--- src/hdl/rst_opt_cfg.svh ---
// Constants for the reset, settle and option block
`ifndef RST_OPT_CFG_SVH
`define RST_OPT_CFG_SVH

// Timing
`define CLK_MHZ          125
`define LOW_HOLD_US      1000
`define LOW_HOLD_CLKS    (`LOW_HOLD_US * `CLK_MHZ)
`define SETTLE_CLKS      1024
`define WDT_BASE_EXP     12

// Register byte offsets
`define ADDR_OPTION      8'h00
`define ADDR_PORTOPT     8'h04
`define ADDR_STATUS      8'h08
`define ADDR_WDTCNT      8'h0C

// OPTION fields
`define OPT_LOW_EN       0
`define OPT_WSRC_LO      1
`define OPT_DBLCLR       3
`define OPT_TSEL_LO      4
`define OPT_PFD          6
`define OPT_PWM62        7
`define OPT_PWMPIN       8
`define OPT_XTAL         9
`define OPTION_MASK      32'h0000_03FF
`define OPTION_RST       32'h0000_0001

// PORTOPT fields
`define POPT_WAKE_LO     0
`define POPT_PULLA_LO    8
`define POPT_PULLB       16
`define POPT_PULLC       17
`define POPT_PULLD       18
`define PORTOPT_MASK     32'h0007_FFFF
`define PORTOPT_RST      32'h0000_0000

// STATUS fields
`define ST_CHIP_RST      0
`define ST_RUN           1
`define ST_LOW_REQ       2
`define ST_EXT_REQ       3
`define ST_CLR_FIRST     4
`define ST_CLR_SECOND    5

// Watchdog source codes
`define WSRC_RC          2'h0
`define WSRC_INSTR       2'h1

// AXI responses
`define RESP_OKAY        2'h0
`define RESP_SLVERR      2'h2

`endif

--- src/hdl/rst_opt_pkg.sv ---
// Types for the reset, settle and option block
`include "rst_opt_cfg.svh"

package rst_opt_pkg;

    typedef enum logic [1:0] {PH_HOLD, PH_SETTLE, PH_RUN} phase_t;

    typedef struct packed {
        logic [1:0]  low_sync;
        logic [1:0]  clr_sync;
        logic [1:0]  rc_sync;
        logic        rc_prev;
        logic [7:0]  pa_s1;
        logic [7:0]  pa_s2;
        logic [7:0]  pa_prev;
        logic [31:0] low_cnt;
        logic        low_req;
        logic        ext_req;
        logic        chip_reset;
        phase_t      phase;
        logic [15:0] settle_cnt;
        logic [14:0] wdt_cnt;
        logic        clr_first;
        logic        clr_second;
        logic        wdt_timeout;
        logic        wake;
        logic        pa3_out;
        logic        pd0_out;
        logic [31:0] option;
        logic [31:0] portopt;
        logic        aw_got;
        logic [7:0]  aw_addr;
        logic        w_got;
        logic [31:0] w_data;
        logic [3:0]  w_strb;
        logic        bvalid;
        logic [1:0]  bresp;
        logic        rvalid;
        logic [31:0] rdata;
        logic [1:0]  rresp;
    } state_t;

endpackage

--- src/hdl/low_voltage_reset_and_options.sv ---
// Chip reset combiner, low-supply filter, settle timer, watchdog and option registers
//
// Notes on behaviour
// - Option bit enables or disables low-supply reset.
// - Low supply resets only after exceeding 1 ms.
// - Chip reset is low-supply OR reset pin.
// - Count 1024 clocks after release before running.
// - Watchdog clock: RC, instruction clock, or off.
// - Single mode: one clear resets watchdog.
// - Double mode: both clears needed before reset.
// - Port A falling edge wakes from halt.
// - Pull-high per bit A, per port B-D.
// - Port A bit3 selects level or divider output.
// - PWM mode option; port D bit0 level/PWM.
// - Watchdog timeout at source over 2^12..2^15.
// - Option selects RC or crystal system clock.
//
// Chosen here: the AXI4-Lite register port and the placing of the registers.
`timescale 1ns/1ps
`include "rst_opt_cfg.svh"

module low_voltage_reset_and_options #(
    parameter int ADDR_W          = 8,
    parameter int LOW_HOLD_CYCLES = `LOW_HOLD_CLKS,
    parameter int SETTLE_CYCLES   = `SETTLE_CLKS
) (
    // Clock and reset
    input  wire logic              clk,
    input  wire logic              sys_rst,
    // AXI4-Lite slave
    input  wire logic [ADDR_W-1:0] s_axi_awaddr,
    input  wire logic              s_axi_awvalid,
    output logic                   s_axi_awready,
    input  wire logic [31:0]       s_axi_wdata,
    input  wire logic [3:0]        s_axi_wstrb,
    input  wire logic              s_axi_wvalid,
    output logic                   s_axi_wready,
    output logic [1:0]             s_axi_bresp,
    output logic                   s_axi_bvalid,
    input  wire logic              s_axi_bready,
    input  wire logic [ADDR_W-1:0] s_axi_araddr,
    input  wire logic              s_axi_arvalid,
    output logic                   s_axi_arready,
    output logic [31:0]            s_axi_rdata,
    output logic [1:0]             s_axi_rresp,
    output logic                   s_axi_rvalid,
    input  wire logic              s_axi_rready,
    // Reset sources (asynchronous pins)
    input  wire logic              supply_low,
    input  wire logic              external_chip_clear_input_n,
    // Watchdog sources and clear strobes (core clock domain except rc_osc)
    input  wire logic              rc_osc,
    input  wire logic              instr_tick,
    input  wire logic              watchdog_clear_single,
    input  wire logic              watchdog_clear_first,
    input  wire logic              watchdog_clear_second,
    // Wake-up
    input  wire logic              halted,
    input  wire logic [7:0]        port_a_in,
    // Pin function sources
    input  wire logic              port_a_bit3_level,
    input  wire logic              frequency_divider_output,
    input  wire logic              port_d_bit0_level,
    input  wire logic              pwm_in,
    // Results
    output logic                   chip_reset,
    output logic                   normal_run,
    output logic                   low_supply_detector,
    output logic [14:0]            watchdog_counter,
    output logic                   watchdog_timeout,
    output logic                   wake,
    output logic [7:0]             port_a_pull,
    output logic                   port_b_pull,
    output logic                   port_c_pull,
    output logic                   port_d_pull,
    output logic                   port_a_bit3,
    output logic                   port_d_bit0,
    output logic                   pwm_mode_6p2,
    output logic                   osc_crystal
);

    rst_opt_pkg::state_t s;
    rst_opt_pkg::state_t next_s;

    // Register map, one aligned word each:
    //   OPTION  b0 low-supply reset enable
    //           b2:1 watchdog source: 0 RC, 1 instr, else off
    //           b3 double clear, b5:4 timeout select
    //           b6 bit3 divider, b7 PWM 6+2, b8 bit0 PWM
    //           b9 crystal oscillator
    //   PORTOPT b7:0 wake enables, b15:8 port A pulls
    //           b16..b18 whole-port pulls for B, C, D
    //   STATUS  read-only view of the reset chain
    //   WDTCNT  read-only watchdog count
    // Options live in flops instead of fuses, so software
    // may change them at run time; only sys_rst restores
    // them, never the chip reset that they control.

    // Byte-lane merge; bits outside the mask read zero

    function automatic logic [31:0] merge_strb(input logic [31:0] old_v,
                                               input logic [31:0] new_v,
                                               input logic [3:0]  strb,
                                               input logic [31:0] mask);
        logic [31:0] r;
        r = old_v;
        for (int i = 0; i < 4; i++) begin
            if (strb[i]) begin
                r[i*8 +: 8] = new_v[i*8 +: 8];
            end
        end
        return r & mask;
    endfunction

    // Last count value before a watchdog wrap, for selections 0..3
    function automatic logic [14:0] wdt_limit(input logic [1:0] sel);
        logic [15:0] one_hot;
        one_hot = 16'h0001 << (`WDT_BASE_EXP + int'(sel));
        return 15'(one_hot - 16'h0001);
    endfunction

    // True once the settle count has finished
    function automatic logic in_run(input rst_opt_pkg::phase_t ph);
        return ph == rst_opt_pkg::PH_RUN;
    endfunction

    logic [1:0]  wsrc;
    logic        wdt_tick;
    logic        clr_now;
    logic        first_seen;
    logic        second_seen;
    logic [7:0]  pa_fall;
    logic [31:0] rd_val;
    logic        rd_ok;
    logic        wr_ok;

    assign s_axi_awready = !s.aw_got && !s.bvalid;
    assign s_axi_wready  = !s.w_got && !s.bvalid;
    assign s_axi_arready = !s.rvalid;
    assign s_axi_bvalid  = s.bvalid;
    assign s_axi_bresp   = s.bresp;
    assign s_axi_rvalid  = s.rvalid;
    assign s_axi_rdata   = s.rdata;
    assign s_axi_rresp   = s.rresp;

    assign chip_reset          = s.chip_reset;
    assign normal_run          = in_run(s.phase);
    assign low_supply_detector = s.low_req;
    assign watchdog_counter    = s.wdt_cnt;
    assign watchdog_timeout    = s.wdt_timeout;
    assign wake                = s.wake;
    assign port_a_pull         = s.portopt[`POPT_PULLA_LO +: 8];
    assign port_b_pull         = s.portopt[`POPT_PULLB];
    assign port_c_pull         = s.portopt[`POPT_PULLC];
    assign port_d_pull         = s.portopt[`POPT_PULLD];
    assign port_a_bit3         = s.pa3_out;
    assign port_d_bit0         = s.pd0_out;
    assign pwm_mode_6p2        = s.option[`OPT_PWM62];
    assign osc_crystal         = s.option[`OPT_XTAL];

    always_comb begin
        next_s = s;
        wsrc = s.option[`OPT_WSRC_LO +: 2];
        rd_val = 32'h0000_0000;
        rd_ok = 1'b1;
        wr_ok = 1'b1;

        // Pins and the RC clock are free-running, so each one
        // passes two flops before logic reads it; port A keeps
        // a third copy for the edge detector.
        // Synchronisers: the second stage is looked at, and port A's third as well
        next_s.low_sync = {s.low_sync[0], supply_low};
        next_s.clr_sync = {s.clr_sync[0], external_chip_clear_input_n};
        next_s.rc_sync  = {s.rc_sync[0], rc_osc};
        next_s.rc_prev  = s.rc_sync[1];
        next_s.pa_s1    = port_a_in;
        next_s.pa_s2    = s.pa_s1;
        next_s.pa_prev  = s.pa_s2;

        // Low-supply persistence filter; a short dip clears the count
        // The count must reach LOW_HOLD_CYCLES with the supply
        // still low, so a dip needs LOW_HOLD_CYCLES+1 samples.
        if (!s.option[`OPT_LOW_EN] || !s.low_sync[1]) begin
            next_s.low_cnt = 32'h0000_0000;
            next_s.low_req = 1'b0;
        end else if (s.low_cnt >= 32'(LOW_HOLD_CYCLES)) begin
            next_s.low_req = 1'b1;
        end else begin
            next_s.low_cnt = s.low_cnt + 32'h0000_0001;
        end

        next_s.ext_req    = !s.clr_sync[1];
        next_s.chip_reset = s.low_req || s.ext_req;

        // With a quiet supply chip_reset falls four edges after
        // sys_rst: two sync flops, the request flop, then the
        // reset flop. Run needs one HOLD cycle and then
        // SETTLE_CYCLES cycles in SETTLE.
        // Settle timer, restarted by any reset reassertion
        if (s.chip_reset) begin
            next_s.phase = rst_opt_pkg::PH_HOLD;
            next_s.settle_cnt = 16'h0000;
        end else begin
            case (s.phase)
                rst_opt_pkg::PH_HOLD: begin
                    next_s.phase = rst_opt_pkg::PH_SETTLE;
                    next_s.settle_cnt = 16'h0000;
                end
                rst_opt_pkg::PH_SETTLE: begin
                    next_s.settle_cnt = s.settle_cnt + 16'h0001;
                    if (s.settle_cnt == 16'(SETTLE_CYCLES - 1)) begin
                        next_s.phase = rst_opt_pkg::PH_RUN;
                    end
                end
                rst_opt_pkg::PH_RUN: begin
                    next_s.phase = rst_opt_pkg::PH_RUN;
                end
                default: begin
                    next_s.phase = rst_opt_pkg::PH_HOLD;
                end
            endcase
        end

        // Double clear keeps each strobe until its partner comes;
        // both in one cycle clear at once. A wrap only pulses
        // watchdog_timeout; what acts on it lives outside.
        // Watchdog source; any other code stops the counter
        case (wsrc)
            `WSRC_RC:    wdt_tick = s.rc_sync[1] && !s.rc_prev;
            `WSRC_INSTR: wdt_tick = instr_tick;
            default:     wdt_tick = 1'b0;
        endcase

        first_seen  = s.clr_first || watchdog_clear_first;
        second_seen = s.clr_second || watchdog_clear_second;
        if (s.option[`OPT_DBLCLR]) begin
            clr_now = first_seen && second_seen;
            next_s.clr_first  = first_seen && !clr_now;
            next_s.clr_second = second_seen && !clr_now;
        end else begin
            clr_now = watchdog_clear_single;
            next_s.clr_first  = 1'b0;
            next_s.clr_second = 1'b0;
        end

        next_s.wdt_timeout = 1'b0;
        if (s.chip_reset || clr_now) begin
            next_s.wdt_cnt = 15'h0000;
        end else if (wdt_tick) begin
            if (s.wdt_cnt >= wdt_limit(s.option[`OPT_TSEL_LO +: 2])) begin
                next_s.wdt_cnt = 15'h0000;
                next_s.wdt_timeout = 1'b1;
            end else begin
                next_s.wdt_cnt = s.wdt_cnt + 15'h0001;
            end
        end

        // Wake-up on an enabled falling edge, port A only
        // pa_prev resets low, so no false edge follows reset
        pa_fall = s.pa_prev & ~s.pa_s2 & s.portopt[`POPT_WAKE_LO +: 8];
        next_s.wake = halted && (|pa_fall);

        // Pin muxes are registered so a pin never glitches
        // while an option bit changes
        next_s.pa3_out = s.option[`OPT_PFD] ? frequency_divider_output : port_a_bit3_level;
        next_s.pd0_out = s.option[`OPT_PWMPIN] ? pwm_in : port_d_bit0_level;

        // Each write half is held once taken and its ready drops,
        // so address and data may come in either order.
        // AXI write: address and data in either order, answer once both held
        if (s_axi_awvalid && s_axi_awready) begin
            next_s.aw_got = 1'b1;
            next_s.aw_addr = 8'(s_axi_awaddr);
        end
        if (s_axi_wvalid && s_axi_wready) begin
            next_s.w_got = 1'b1;
            next_s.w_data = s_axi_wdata;
            next_s.w_strb = s_axi_wstrb;
        end
        if (s.aw_got && s.w_got) begin
            case (s.aw_addr)
                `ADDR_OPTION:  next_s.option = merge_strb(s.option, s.w_data, s.w_strb, `OPTION_MASK);
                `ADDR_PORTOPT: next_s.portopt = merge_strb(s.portopt, s.w_data, s.w_strb, `PORTOPT_MASK);
                `ADDR_STATUS:  wr_ok = 1'b1;
                `ADDR_WDTCNT:  wr_ok = 1'b1;
                default:       wr_ok = 1'b0;
            endcase
            next_s.aw_got = 1'b0;
            next_s.w_got = 1'b0;
            next_s.bvalid = 1'b1;
            next_s.bresp = wr_ok ? `RESP_OKAY : `RESP_SLVERR;
        end else if (s.bvalid && s_axi_bready) begin
            next_s.bvalid = 1'b0;
        end

        // AXI read
        // arready falls while rvalid stands, so the answer is
        // never overwritten; unmapped reads give zero, SLVERR.
        case (8'(s_axi_araddr))
            `ADDR_OPTION:  rd_val = s.option;
            `ADDR_PORTOPT: rd_val = s.portopt;
            `ADDR_STATUS: begin
                rd_val[`ST_CHIP_RST]   = s.chip_reset;
                rd_val[`ST_RUN]        = in_run(s.phase);
                rd_val[`ST_LOW_REQ]    = s.low_req;
                rd_val[`ST_EXT_REQ]    = s.ext_req;
                rd_val[`ST_CLR_FIRST]  = s.clr_first;
                rd_val[`ST_CLR_SECOND] = s.clr_second;
            end
            `ADDR_WDTCNT:  rd_val = {17'h00000, s.wdt_cnt};
            default:       rd_ok = 1'b0;
        endcase
        if (s_axi_arvalid && s_axi_arready) begin
            next_s.rvalid = 1'b1;
            next_s.rdata = rd_val;
            next_s.rresp = rd_ok ? `RESP_OKAY : `RESP_SLVERR;
        end else if (s.rvalid && s_axi_rready) begin
            next_s.rvalid = 1'b0;
        end
    end

    // Chip reset starts asserted so the core stays held until the pins are seen
    // and the settle count always runs in full after power-up
    always_ff @(posedge clk) begin
        if (sys_rst) begin
            s <= '0;
            s.chip_reset <= 1'b1;
            s.ext_req <= 1'b1;
            s.option <= `OPTION_RST;
            s.portopt <= `PORTOPT_RST;
        end else begin
            s <= next_s;
        end
    end

endmodule

--- config.mk ---
export PLATFORM = sky130hd
export DESIGN_NAME = low_voltage_reset_and_options
export DESIGN_NICKNAME = d
export VERILOG_FILES = /design/src/hdl/rst_opt_pkg.sv /design/src/hdl/low_voltage_reset_and_options.sv
export VERILOG_INCLUDE_DIRS = /design/src /design/src/hdl
export SDC_FILE = /design/constraint.sdc
export NUM_CORES = 1
export LEC_CHECK = 0
export BUFFER_PORTS_ARGS = -buffer_cell sky130_fd_sc_hd__buf_4
export CORE_MARGIN = 1
export CORE_UTILIZATION = 40
export CTS_CLUSTER_DIAMETER = 50
export DETAILED_ROUTE_END_ITERATION = 8
export PLACE_DENSITY = 0.71
export SLEW_MARGIN = 25
export SYNTH_ARGS = -nofsm -noshare
export SYNTH_HDL_FRONTEND = slang
export SYNTH_SLANG_ARGS = --single-unit
--- constraint.sdc ---
create_clock -name clk -period 3 [get_ports clk]
set_clock_uncertainty 0.1 [all_clocks]
set_input_delay 0.3 -clock clk [delete_from_list [all_inputs] [get_ports clk]]
set_output_delay 0.3 -clock clk [all_outputs]
set_load 0.05 [all_outputs]
# ---- Word level (Yosys, flattened, before mapping)
# Index checks and enable logic that the tools add are counted.
dict set report classes {
  order_cmp 2
  shift 1
  n_addsub 5
  bitwise 5
  eq_ne 11
  n_reduce_logical 48
  n_mux 20
}
# cell n
set ops {}
lappend ops {{one-hot mux 13 bit (3 select lines)} 1}
lappend ops {{adder 32 x 1 -> 32 bit (second input constant)} 1}
lappend ops {{equality test 8 x 4 -> 1 bit (second input constant)} 4}
lappend ops {{>= comparator 32 x 17 -> 1 bit (second input constant)} 1}
lappend ops {{one-hot mux 16 bit (2 select lines)} 1}
lappend ops {{one-hot mux 6 bit (4 select lines)} 1}
lappend ops {{adder 16 x 1 -> 16 bit (second input constant)} 1}
lappend ops {{bitwise AND 8 bit} 2}
lappend ops {{equality test 16 x 10 -> 1 bit (second input constant)} 1}
lappend ops {{equality test 8 x 3 -> 1 bit (second input constant)} 2}
lappend ops {{zero test 8 bit} 2}
lappend ops {{adder 15 x 1 -> 15 bit (second input constant)} 1}
lappend ops {{>= comparator 15 bit} 1}
lappend ops {{two-way mux 15 bit} 1}
lappend ops {{AND reduction 3 bit} 5}
lappend ops {{<< shifter 1 x 5 -> 15 bit (first input constant)} 1}
lappend ops {{subtractor 15 x 1 -> 15 bit (second input constant)} 1}
lappend ops {{logical AND 1 bit} 13}
lappend ops {{two-way mux 1 bit} 11}
lappend ops {{OR reduction 2 bit} 5}
lappend ops {{zero test 1 bit} 9}
lappend ops {{inverter 8 bit} 1}
lappend ops {{OR reduction 4 bit} 2}
lappend ops {{OR reduction 8 bit} 1}
lappend ops {{12 further kinds} 23}
dict set report word_totals {
  out_inout_bits 76
  input_bits 79
  reg_bits 204
  word_cells 127
}

# ---- Logic depth before layout (Yosys ltp)
# Gate-level depths: netlist of the first run.
dict set report logic_depth {
  ltp_word 5
  ltp_mapped 7
  ltp_nobuf 7
}

# ---- Worst setup path after synthesis of the first run
# OpenSTA, ideal clock, no wires.
dict set report synth_path {
  kind {reg-to-reg}
  start {register s (netlist bit s_axi_bvalid)}
  end {register s[40] (netlist name)}
  synth_period_minus_slack_ns 2.184
  n_path_buf 1
  slack_ns 0.816
  t_arrival_ns 2.014
  required_time_ns 2.830
  setup_ns 0.070
  stages_incl_launch_ff 6
  path_cell_list {dfxtp_1 > nor2_1 > and2_0 > clkbuf_1 > nand2_1 > a21oi_1}
}
dict set report synth_between {
  elab_chain_len 3
}
# element line
set synth_rtl {}
lappend synth_rtl {{start: declaration} low_voltage_reset_and_options.sv:82} ;# rst_opt_pkg::state_t s;
lappend synth_rtl {{start signal: assignment} low_voltage_reset_and_options.sv:332} ;# s <= next_s;
lappend synth_rtl {{zero test 1 bit} low_voltage_reset_and_options.sv:138} ;# assign s_axi_wready = !s.w_got && !s.bvalid;
lappend synth_rtl {{logical AND 1 bit} low_voltage_reset_and_options.sv:138}
lappend synth_rtl {{named net s_axi_wready} low_voltage_reset_and_options.sv:37} ;# output logic s_axi_wready,
lappend synth_rtl {{logical AND 1 bit} low_voltage_reset_and_options.sv:275} ;# if (s_axi_wvalid && s_axi_wready) begin
# The timed path passes the listed nets, and every way through them passes these cells.
# A chain may end at the register's enable or synchronous reset.

# ---- Worst setup path in the final report of the first run
dict set report layout_path {
  start {register s[121] (netlist name)}
  end {register s (netlist bit watchdog_counter[12])}
}
dict set report layout_between {
  elab_chain_len 5
}
# element line
set layout_rtl {}
lappend layout_rtl {{adder 4 x 2 -> 5 bit (no source line)} n/a}
lappend layout_rtl {{<< shifter 1 x 5 -> 15 bit} low_voltage_reset_and_options.sv:118} ;# one_hot = 16'h0001 << (`WDT_BASE_EXP + int'(sel));
lappend layout_rtl {{subtractor 15 x 1 -> 15 bit} low_voltage_reset_and_options.sv:119} ;# return 15'(one_hot - 16'h0001);
lappend layout_rtl {{>= comparator 15 bit} low_voltage_reset_and_options.sv:250} ;# if (s.wdt_cnt >= wdt_limit(s.option[`OPT_TSEL_LO +: 2])) begin
lappend layout_rtl {{two-way mux 15 bit} low_voltage_reset_and_options.sv:250}
# No other way between the ends.

==> results of run 1 <==
## metrics by stage
step | cells | hold WS (ps) | utilization, %
after floorplan | 901 | 256 | -
after global placement | 1198 | 296 | 44.6
after detailed placement | 1198 | 299 | 44.6
after CTS | 1256 | 0.110 | 48.8
after global routing | 1256 | 5.71 | 48.8
final | 1256 | 2.24 | 48.8
## registers in the layout, indices dropped and copies added (netlist names), 8 cells and up
register,flops
s,112
next_s,20
s_axi_rdata,19
watchdog_counter,15
port_a_pull,8
## metal layers
| metal | track usage (%) | vias to the layer above |
|---|---|---|
| met5 | 0 | - |
| li1 | - | 3156 |
| met4 | 6.00 | 0 |
| met2 | 28.5 | 155 |
| met3 | 5.42 | 21 |
| met1 | 23.5 | 2966 |
## worst max-delay path, stage by stage (launching register included)
cell,delay (ps)
sky130_fd_sc_hd__dfxtp_1,410
sky130_fd_sc_hd__inv_1,70
sky130_fd_sc_hd__ha_1,290
sky130_fd_sc_hd__a21o_1,180
sky130_fd_sc_hd__a21o_1,170
sky130_fd_sc_hd__a21oi_1,450
sky130_fd_sc_hd__o21ai_1,370
sky130_fd_sc_hd__nor2_1,190
## how the worst max path moves through the flow
stage                  from              endpoint  slack, ps
6_report             s[121]  watchdog_counter[12]        700
5_1_grt              s[121]  watchdog_counter[12]        510
4_1_cts              s[121]  watchdog_counter[12]        730
3_5_place_dp         s[121]  watchdog_counter[12]        740
3_3_place_gp         s[121]  watchdog_counter[11]        790
2_1_floorplan  s_axi_bvalid                 s[40]        820
## report_power, final
| group | total, mW | internal (mW) | switching [mW] |
|---|---|---|---|
| combinational | 0.362 | 0.145 | 0.217 |
| clock | 2.08 | 1.11 | 0.965 |
| sequential | 2.59 | 2.56 | 0.0329 |
| total | 5.03 | 3.82 | 1.22 |
## cells by family (layout without fill, tap and decap cells)
| group | count (synthesis) | after routing | share of synthesized area, % |
|---|---|---|---|
| adders and majority gates | 10 | 10 | 1.59 |
| AOI/OAI and AO/OA | 143 | 143 | 11.4 |
| other | 1 | 15 | 0.0475 |
| DFF | 189 | 189 | 47.9 |
| and+or+nand+nor | 386 | 386 | 23.9 |
| buffers and inverters | 108 | 198 | 8.08 |
| xor gates and xnor gates | 21 | 21 | 2.33 |
| muxes | 29 | 29 | 4.76 |
## cell usage in the layout, fill, tap and decap left out, drive strengths merged, types with 6 or more instances in the layout
cell type    instances
a21oi               73
a22oi               19
a31oi                7
and2                22
and3                11
and4                 6
buf                131
clkbuf              21
conb                15
dfxtp              189
dlygate4sd3         26
ha                  10
inv                 12
mux2                 8
mux2i               15
mux4                 6
nand2              140
nand2b               7
nand3               33
nand3b               7
nand4               13
nor2                80
nor2b               33
nor3                 9
nor4                 7
o21ai               11
or2                  6
xnor2               10
xor2                11
## repair_timing
item | CTS | global route
buffers inserted | 0 | 0
hold endpoints to repair | 25 | 0
hold buffers | 26 | 0
## area by class of cell
class / instances / area [sq um]
fillers: 1880 / 9930
flip-flops and latches: 189 / 3780
clock buffers: 21 / 460
repair buffers: 157 / 1250
well taps: 265 / 332
clock inverters: 11 / 83.8
inverters: 9 / 33.8
multi-input cells: 604 / 3520
==> run summary, run 1 <==
======================================================================================================
Wire length per cell                                                                           14.2 um
Count of flip-flops with a built-in enable after synthesis                                           0
Total power after layout                                                                       5.03 mW
Library cell with the highest instance count after synthesis                              sky130_fd_sc_hd__dfxtp_1
Met1 Routed Length                                                                             8.31 mm
Pin count of the biggest net entering global routing                                               111
Number of vias per cell after detailed routing                                                    5.01
Crit-path max FO                                                                                    10
DRT iter0 DRCs                                                                                     354
Fmax achieved                                                                                  435 MHz
Remaining global-route overflow                                                                      0
Die height                                                                                      142 um
Reg2Reg Depth                                                                                        7
Latest clock arrival within the worst-skew pair                                                 430 ps
Classification of the worst setup path                                                    flip-flop to flip-flop
Share of cells above drive strength 1                                                            19.3%
Synth top cells by count                                                                  sky130_fd_sc_hd__dfxtp_1, sky130_fd_sc_hd__nand2_1, sky130_fd_sc_hd__nor2_1
Final-report hold violation count                                                                    0
Port Buffers                                                                                       125
#FFs+latches synth                                                                                 189
Initial core utilization                                                                         40.7%
Number of distinct library cell variants in the gate-level netlist after synthesis                  56
Critical Path End Type                                                                       flip-flop
Ratio of total power to cell area                                                          532 mW/mm^2
Metal3 WL                                                                                      1.11 mm
Routed wire length                                                                             17.8 mm
Core area                                                                                 0.0194 sq mm
Category of the worst setup path launch point                                                flip-flop
Die width                                                                                       142 um
Worst slack at placement                                                                        743 ps
PostCTS Resize Cnt                                                                                   0
Number of antenna violations at the first check in global routing                                    0
Setup violation total in the final timing report                                                     0
CP Data Required Time                                                                          3260 ps
Area overhead of the layout relative to synthesis                                                19.9%
Max Cap Violations                                                                                   0
Yosys synthesis warning count                                                                        0
Inserted Clock Buffers                                                                              17
Total leakage power                                                                            3.74 nW
Result of the run                                                                            completed
Global-route usage over all layers                                                               18.1%
Floorplan die area                                                                        0.0203 sq mm
# DRC                                                                                                0
Total standard cell area after synthesis                                                  0.00789 sq mm
HPWL after detailed placement                                                                  12.6 mm
Final Cell Area                                                                           0.00947 sq mm
Sink Count                                                                                         189
Area after detailed placement                                                             0.00866 sq mm
Count of inserted antenna diode cells                                                                0
Total number of H-tree levels                                                                        4
Data arrival at the endpoint of the critical path                                              2560 ps
Most used flip-flop cell after synthesis                                                  sky130_fd_sc_hd__dfxtp_1
Global-route wire length before repair                                                         28.8 mm
DRT antenna net count                                                                                0
Pre-antenna DRT Iters                                                                                4
Average cell area after synthesis                                                           8.90 sq um
Root buffer cell                                                                          sky130_fd_sc_hd__clkbuf_16
Clock transition at the register clock pins on the worst setup and hold paths after CTS          60 ps
Time the final worst path needs with I/O delays and setup                                      2300 ps
Via count                                                                                         6298
Critical register-to-register path startpoint                                                   s[121]
Least setup slack across all paths after layout                                                 700 ps
Slew at the pin closest to its max-slew limit                                                   931 ps
Cells on Worst Hold Path                                                                             2
Clock tree buffer depth                                                                              2
Uppermost layer routed                                                                            met4
Hold Path Sink                                                                             next_s[250]
Final worst path period share                                                                    76.7%
Final Wtd Congestion                                                                             0.846
Fin. max-slew vios                                                                                   0
Met2 Routed Length                                                                             8.12 mm
Placement Rows                                                                                      51
Synthesized netlist cell count                                                                     887
Cell accounting for the most synthesized area                                             sky130_fd_sc_hd__dfxtp_1
Endpoint of the worst-slack reg-to-reg timing path                                        watchdog_counter[12]
Share of flip-flops with an asynchronous set or reset after synthesis                               0%
Number of nets in the final layout                                                                1067
I/O Pins                                                                                           155
Worst Min Path Start                                                                      external_chip_clear_input_n
CTS tree                                                                                         built
Setup slack on the worst flop-to-flop path                                                      700 ps
Total negative setup slack                                                                        0 ps
Worst hold path type                                                                      input pin to flip-flop
Relative slew slack                                                                              37.8%
Part of the Yosys area used for sequential elements                                              47.9%
Peak supply drop                                                                                367 uV
Synth top area cells                                                                      sky130_fd_sc_hd__dfxtp_1, sky130_fd_sc_hd__nand2_1, sky130_fd_sc_hd__buf_4, sky130_fd_sc_hd__a21oi_1, sky130_fd_sc_hd__nor2_1
Number of global-route vias before repair                                                         5748
Yosys top cell area share                                                                        47.9%
RSZ-0062 raised after global routing                                                                no
======================================================================================================
No activity file was read; power rests on OpenSTA's default activity.
==> run 2: changes to the inputs <==
--- a/config.mk
+++ b/config.mk
@@ -6,12 +6,13 @@
 export SDC_FILE = /design/constraint.sdc
 export NUM_CORES = 1
 export LEC_CHECK = 0
+export ABC_AREA = 1
 export BUFFER_PORTS_ARGS = -buffer_cell sky130_fd_sc_hd__buf_4
 export CORE_MARGIN = 1
 export CORE_UTILIZATION = 40
 export CTS_CLUSTER_DIAMETER = 50
 export DETAILED_ROUTE_END_ITERATION = 8
-export PLACE_DENSITY = 0.71
+export PLACE_DENSITY = 0.73
 export SLEW_MARGIN = 25
 export SYNTH_ARGS = -nofsm -noshare
 export SYNTH_HDL_FRONTEND = slang
==> constraint.sdc (replaced) <==
create_clock -name clk -period 1.9 [get_ports clk]
set_clock_uncertainty 0.1 [all_clocks]
set_input_delay 0.19 -clock clk [delete_from_list [all_inputs] [get_ports clk]]
set_output_delay 0.19 -clock clk [all_outputs]
set_load 0.05 [all_outputs]
==> run summary, run 2 <==
======================================================================================================
Data arrival at the endpoint of the critical path                                              2040 ps   was 2560 ps
Via count                                                                                         7330   was 6298
Core area                                                                                 0.0202 sq mm   was 0.0194 sq mm
Relative slew slack                                                                              45.9%   was 37.8%
Floorplan die area                                                                        0.0213 sq mm   was 0.0203 sq mm
Yosys synthesis warning count                                                                        0   unchanged
Cell Chain, Critical Path                                                                 inv_1, ha_1, a21o_1, a21oi_1, nand3_2, nand2_1, nand2_4, nor3_1   was inv_1, ha_1, a21o_1, a21o_1, a21oi_1, o21ai_1, nor2_1
Reg2Reg Depth                                                                                        8   was 7
RSZ-0062 raised after global routing                                                                no   unchanged
Area overhead of the layout relative to synthesis                                                24.4%   was 19.9%
Max Cap Violations                                                                                   0   unchanged
Crit-path max FO                                                                                    14   was 10
Leading cell types in the layout, fill and taps excluded                                  sky130_fd_sc_hd__nor2_1, sky130_fd_sc_hd__dfxtp_1, sky130_fd_sc_hd__nand2_1   was sky130_fd_sc_hd__dfxtp_1, sky130_fd_sc_hd__nand2_1, sky130_fd_sc_hd__buf_4
Port Buffers                                                                                       125   unchanged
Clock transition at the register clock pins on the worst setup and hold paths after CTS          70 ps   was 60 ps
Root buffer cell                                                                          sky130_fd_sc_hd__clkbuf_16   unchanged
Count of inserted antenna diode cells                                                                0   unchanged
Area of the multi-input gates                                                             0.00346 sq mm   was 0.00352 sq mm
Synth top area cells                                                                      sky130_fd_sc_hd__dfxtp_1, sky130_fd_sc_hd__nor2_1, sky130_fd_sc_hd__nand2_1, sky130_fd_sc_hd__buf_4, sky130_fd_sc_hd__nand3_1   was sky130_fd_sc_hd__dfxtp_1, sky130_fd_sc_hd__nand2_1, sky130_fd_sc_hd__buf_4, sky130_fd_sc_hd__a21oi_1, sky130_fd_sc_hd__nor2_1
Slew at the pin closest to its max-slew limit                                                   811 ps   was 931 ps
Remaining global-route overflow                                                                      0   unchanged
Filler Cells Inserted                                                                             1887   was 1880
Fmax achieved                                                                                  559 MHz   was 435 MHz
CP Data Required Time                                                                          2150 ps   was 3260 ps
Library cell with the highest instance count after synthesis                              sky130_fd_sc_hd__nor2_1   was sky130_fd_sc_hd__dfxtp_1
Synth top cells by count                                                                  sky130_fd_sc_hd__nor2_1, sky130_fd_sc_hd__dfxtp_1, sky130_fd_sc_hd__nand2_1   was sky130_fd_sc_hd__dfxtp_1, sky130_fd_sc_hd__nand2_1, sky130_fd_sc_hd__nor2_1
Result of the run                                                                            completed   unchanged
Worst slack at placement                                                                       72.2 ps   was 743 ps
Cell accounting for the most synthesized area                                             sky130_fd_sc_hd__dfxtp_1   unchanged
Global-route wire length before repair                                                         31.9 mm   was 28.8 mm
Critical Path End Type                                                                       flip-flop   unchanged
Most used flip-flop cell after synthesis                                                  sky130_fd_sc_hd__dfxtp_1   unchanged
Sink Count                                                                                         189   unchanged
Peak supply drop                                                                                596 uV   was 367 uV
CTS tree                                                                                         built   unchanged
Endpoint of the worst-slack reg-to-reg timing path                                        watchdog_counter[2]   was watchdog_counter[12]
Total negative setup slack                                                                        0 ps   unchanged
Setup violation total in the final timing report                                                     0   unchanged
Top register by number of flip-flops                                                                 s   unchanged
I/O Pins                                                                                           155   unchanged
Clock tree buffer depth                                                                              2   unchanged
Least setup slack across all paths after layout                                                 112 ps   was 700 ps
Worst Min Path Start                                                                           sys_rst   was external_chip_clear_input_n
#FFs+latches synth                                                                                 189   unchanged
Pin count of the biggest net entering global routing                                                63   was 111
Yosys top cell area share                                                                        45.7%   was 47.9%
Time the final worst path needs with I/O delays and setup                                      1790 ps   was 2300 ps
Inserted Clock Buffers                                                                              17   unchanged
Number of buffers inserted by post-CTS setup repair                                                  0   unchanged
Min Hold Slack                                                                                 42.8 ps   was 2.24 ps
Category of the worst setup path launch point                                                flip-flop   unchanged
Die height                                                                                      146 um   was 142 um
Cell type group with the largest total delay on the critical path                         simple AND/OR/NAND/NOR gates   was compound AO/OA/AOI/OAI gates
Final Wtd Congestion                                                                             0.849   was 0.846
Routed wire length                                                                             19.4 mm   was 17.8 mm
Cells on Worst Hold Path                                                                             4   was 2
Commonest non-fill, non-tap cell in the layout                                            sky130_fd_sc_hd__nor2_1   was sky130_fd_sc_hd__dfxtp_1
Ratio of total power to cell area                                                          813 mW/mm^2   was 532 mW/mm^2
Number of vias per cell after detailed routing                                                    4.74   was 5.01
Critical register-to-register path startpoint                                                   s[121]   unchanged
Placement Rows                                                                                      52   was 51
Pre-antenna DRT Iters                                                                                7   was 4
Share of flip-flops with an asynchronous set or reset after synthesis                               0%   unchanged
Part of the Yosys area used for sequential elements                                              45.7%   was 47.9%
Latest clock arrival within the worst-skew pair                                                 440 ps   was 430 ps
Number of nets in the final layout                                                                1352   was 1067
# DRC                                                                                                0   unchanged
Final worst path period share                                                                    94.1%   was 76.7%
Number of antenna violations at the first check in global routing                                    0   unchanged
Wire length per cell                                                                           12.6 um   was 14.2 um
Number of distinct library cell variants in the gate-level netlist after synthesis                  44   was 56
HPWL after detailed placement                                                                  13.7 mm   was 12.6 mm
Total number of H-tree levels                                                                        4   unchanged
Fin. max-slew vios                                                                                   0   unchanged
DRT iter0 DRCs                                                                                     537   was 354
Global-route usage over all layers                                                               18.6%   was 18.1%
DRT antenna net count                                                                                0   unchanged
Total leakage power                                                                            4.19 nW   was 3.74 nW
CP max stage cell                                                                         sky130_fd_sc_hd__dfxtp_1   was sky130_fd_sc_hd__a21oi_1
Die width                                                                                       146 um   was 142 um
Filler-free cell count of the finished design                                                     1546   was 1256
Classification of the worst setup path                                                    flip-flop to flip-flop   unchanged
Stage delay of the slowest cell on the critical path                                            370 ps   was 450 ps
Hold Path Sink                                                                            watchdog_counter[13]   was next_s[250]
Total power after layout                                                                       8.37 mW   was 5.03 mW
Placed cell count                                                                                 1462   was 1198
Final-report hold violation count                                                                    0   unchanged
Worst hold path type                                                                      input pin to flip-flop   unchanged
Max reg flops                                                                                      112   unchanged
Setup slack on the worst flop-to-flop path                                                      110 ps   was 700 ps
CP bufs+invs                                                                                         1   unchanged
Share of cells above drive strength 1                                                            17.8%   was 19.3%
Synthesized netlist cell count                                                                    1126   was 887
Number of global-route vias before repair                                                         6607   was 5748
Average cell area after synthesis                                                           7.35 sq um   was 8.90 sq um
Initial core utilization                                                                         40.9%   was 40.7%
Count of flip-flops with a built-in enable after synthesis                                           0   unchanged
Sequential cell area in the final layout                                                  0.00378 sq mm   about the same
Total standard cell area after synthesis                                                  0.00827 sq mm   was 0.00789 sq mm
======================================================================================================
## run 2: changes by cell type after synthesis, moves of 18 or more
cell and change:
sky130_fd_sc_hd__nand2_1 +27, sky130_fd_sc_hd__and2_1 -20, sky130_fd_sc_hd__nor2_1 +125, sky130_fd_sc_hd__nand3_1 +54
sky130_fd_sc_hd__a22oi_1 -18, sky130_fd_sc_hd__clkbuf_1 -21, sky130_fd_sc_hd__nor2b_1 -33, sky130_fd_sc_hd__inv_1 +105
sky130_fd_sc_hd__o21ai_0 +41
## run 2: timing repair
| item | CTS | global route |
|---|---|---|
| endpoints found under the setup margin | 0 | 27 |
| hold buffers | 52 | 0 |
| hold endpoints to repair | 49 | 0 |
| resized for setup | 0 | 2 |
## run 2: cell type report
class | instances | share of cell area (%)
Timing Repair Buffer | 198 | 15.8
Clock inverter | 14 | 1.47
Clock buffer | 18 | 4.17
Multi-Input combinational cell | 727 | 33.7
Tap cell | 270 | 3.28
Sequential cell | 189 | 36.8
Inverter | 130 | 4.78
## run 2: through the flow
stage                     util (%)  area, sq um
final                         50.8        10300
after global routing          50.8        10300
after floorplan                  -         8330
after global placement        45.4         9180
after detailed placement      45.4         9180
after CTS                     50.8        10300
## run 2: where the power goes
| group | switching [mW] | internal (mW) |
|---|---|---|
| combinational | 0.438 | 0.289 |
| sequential | 0.0628 | 4.07 |
| clock | 1.64 | 1.87 |
| total | 2.14 | 6.23 |
## run 2: cells by family after synthesis
logic type / count (synthesis) / synth area share [%]
buffers and inverters: 224 / 13.2
xor gates and xnor gates: 8 / 0.847
other: 1 / 0.0453
and+or+nand+nor: 520 / 27.4
adders and majority gates: 10 / 1.51
AOI/OAI and AO/OA: 174 / 11.3
DFF: 189 / 45.7
## run 2: layer usage
layer	routed length, um	vias to the layer above	part of all wire, %	GRT usage (%)
li1	-	3812	-	-
met1	8990	3303	46	24.0
met2	9090	189	47	30.6
met3	972	26	5.0	4.20
met4	370	0	1.9	6.37
met5	0	-	0	0
## run 2: how the worst max path moves through the flow
stage,startpoint,to,cells after the start
after global placement,s[121],watchdog_counter[2],8
final,s[121],watchdog_counter[2],8
after floorplan,s_axi_bvalid,s[52],5
after CTS,s[121],watchdog_counter[12],8
after detailed placement,s[121],watchdog_counter[12],8
after global routing,s[75],port_a_pull[1],8
## run 2: worst min-delay path: stages
cell	delay (ps)
sky130_fd_sc_hd__buf_4	110
sky130_fd_sc_hd__nor2_2	70
sky130_fd_sc_hd__nand3_1	110
sky130_fd_sc_hd__a21oi_1	50
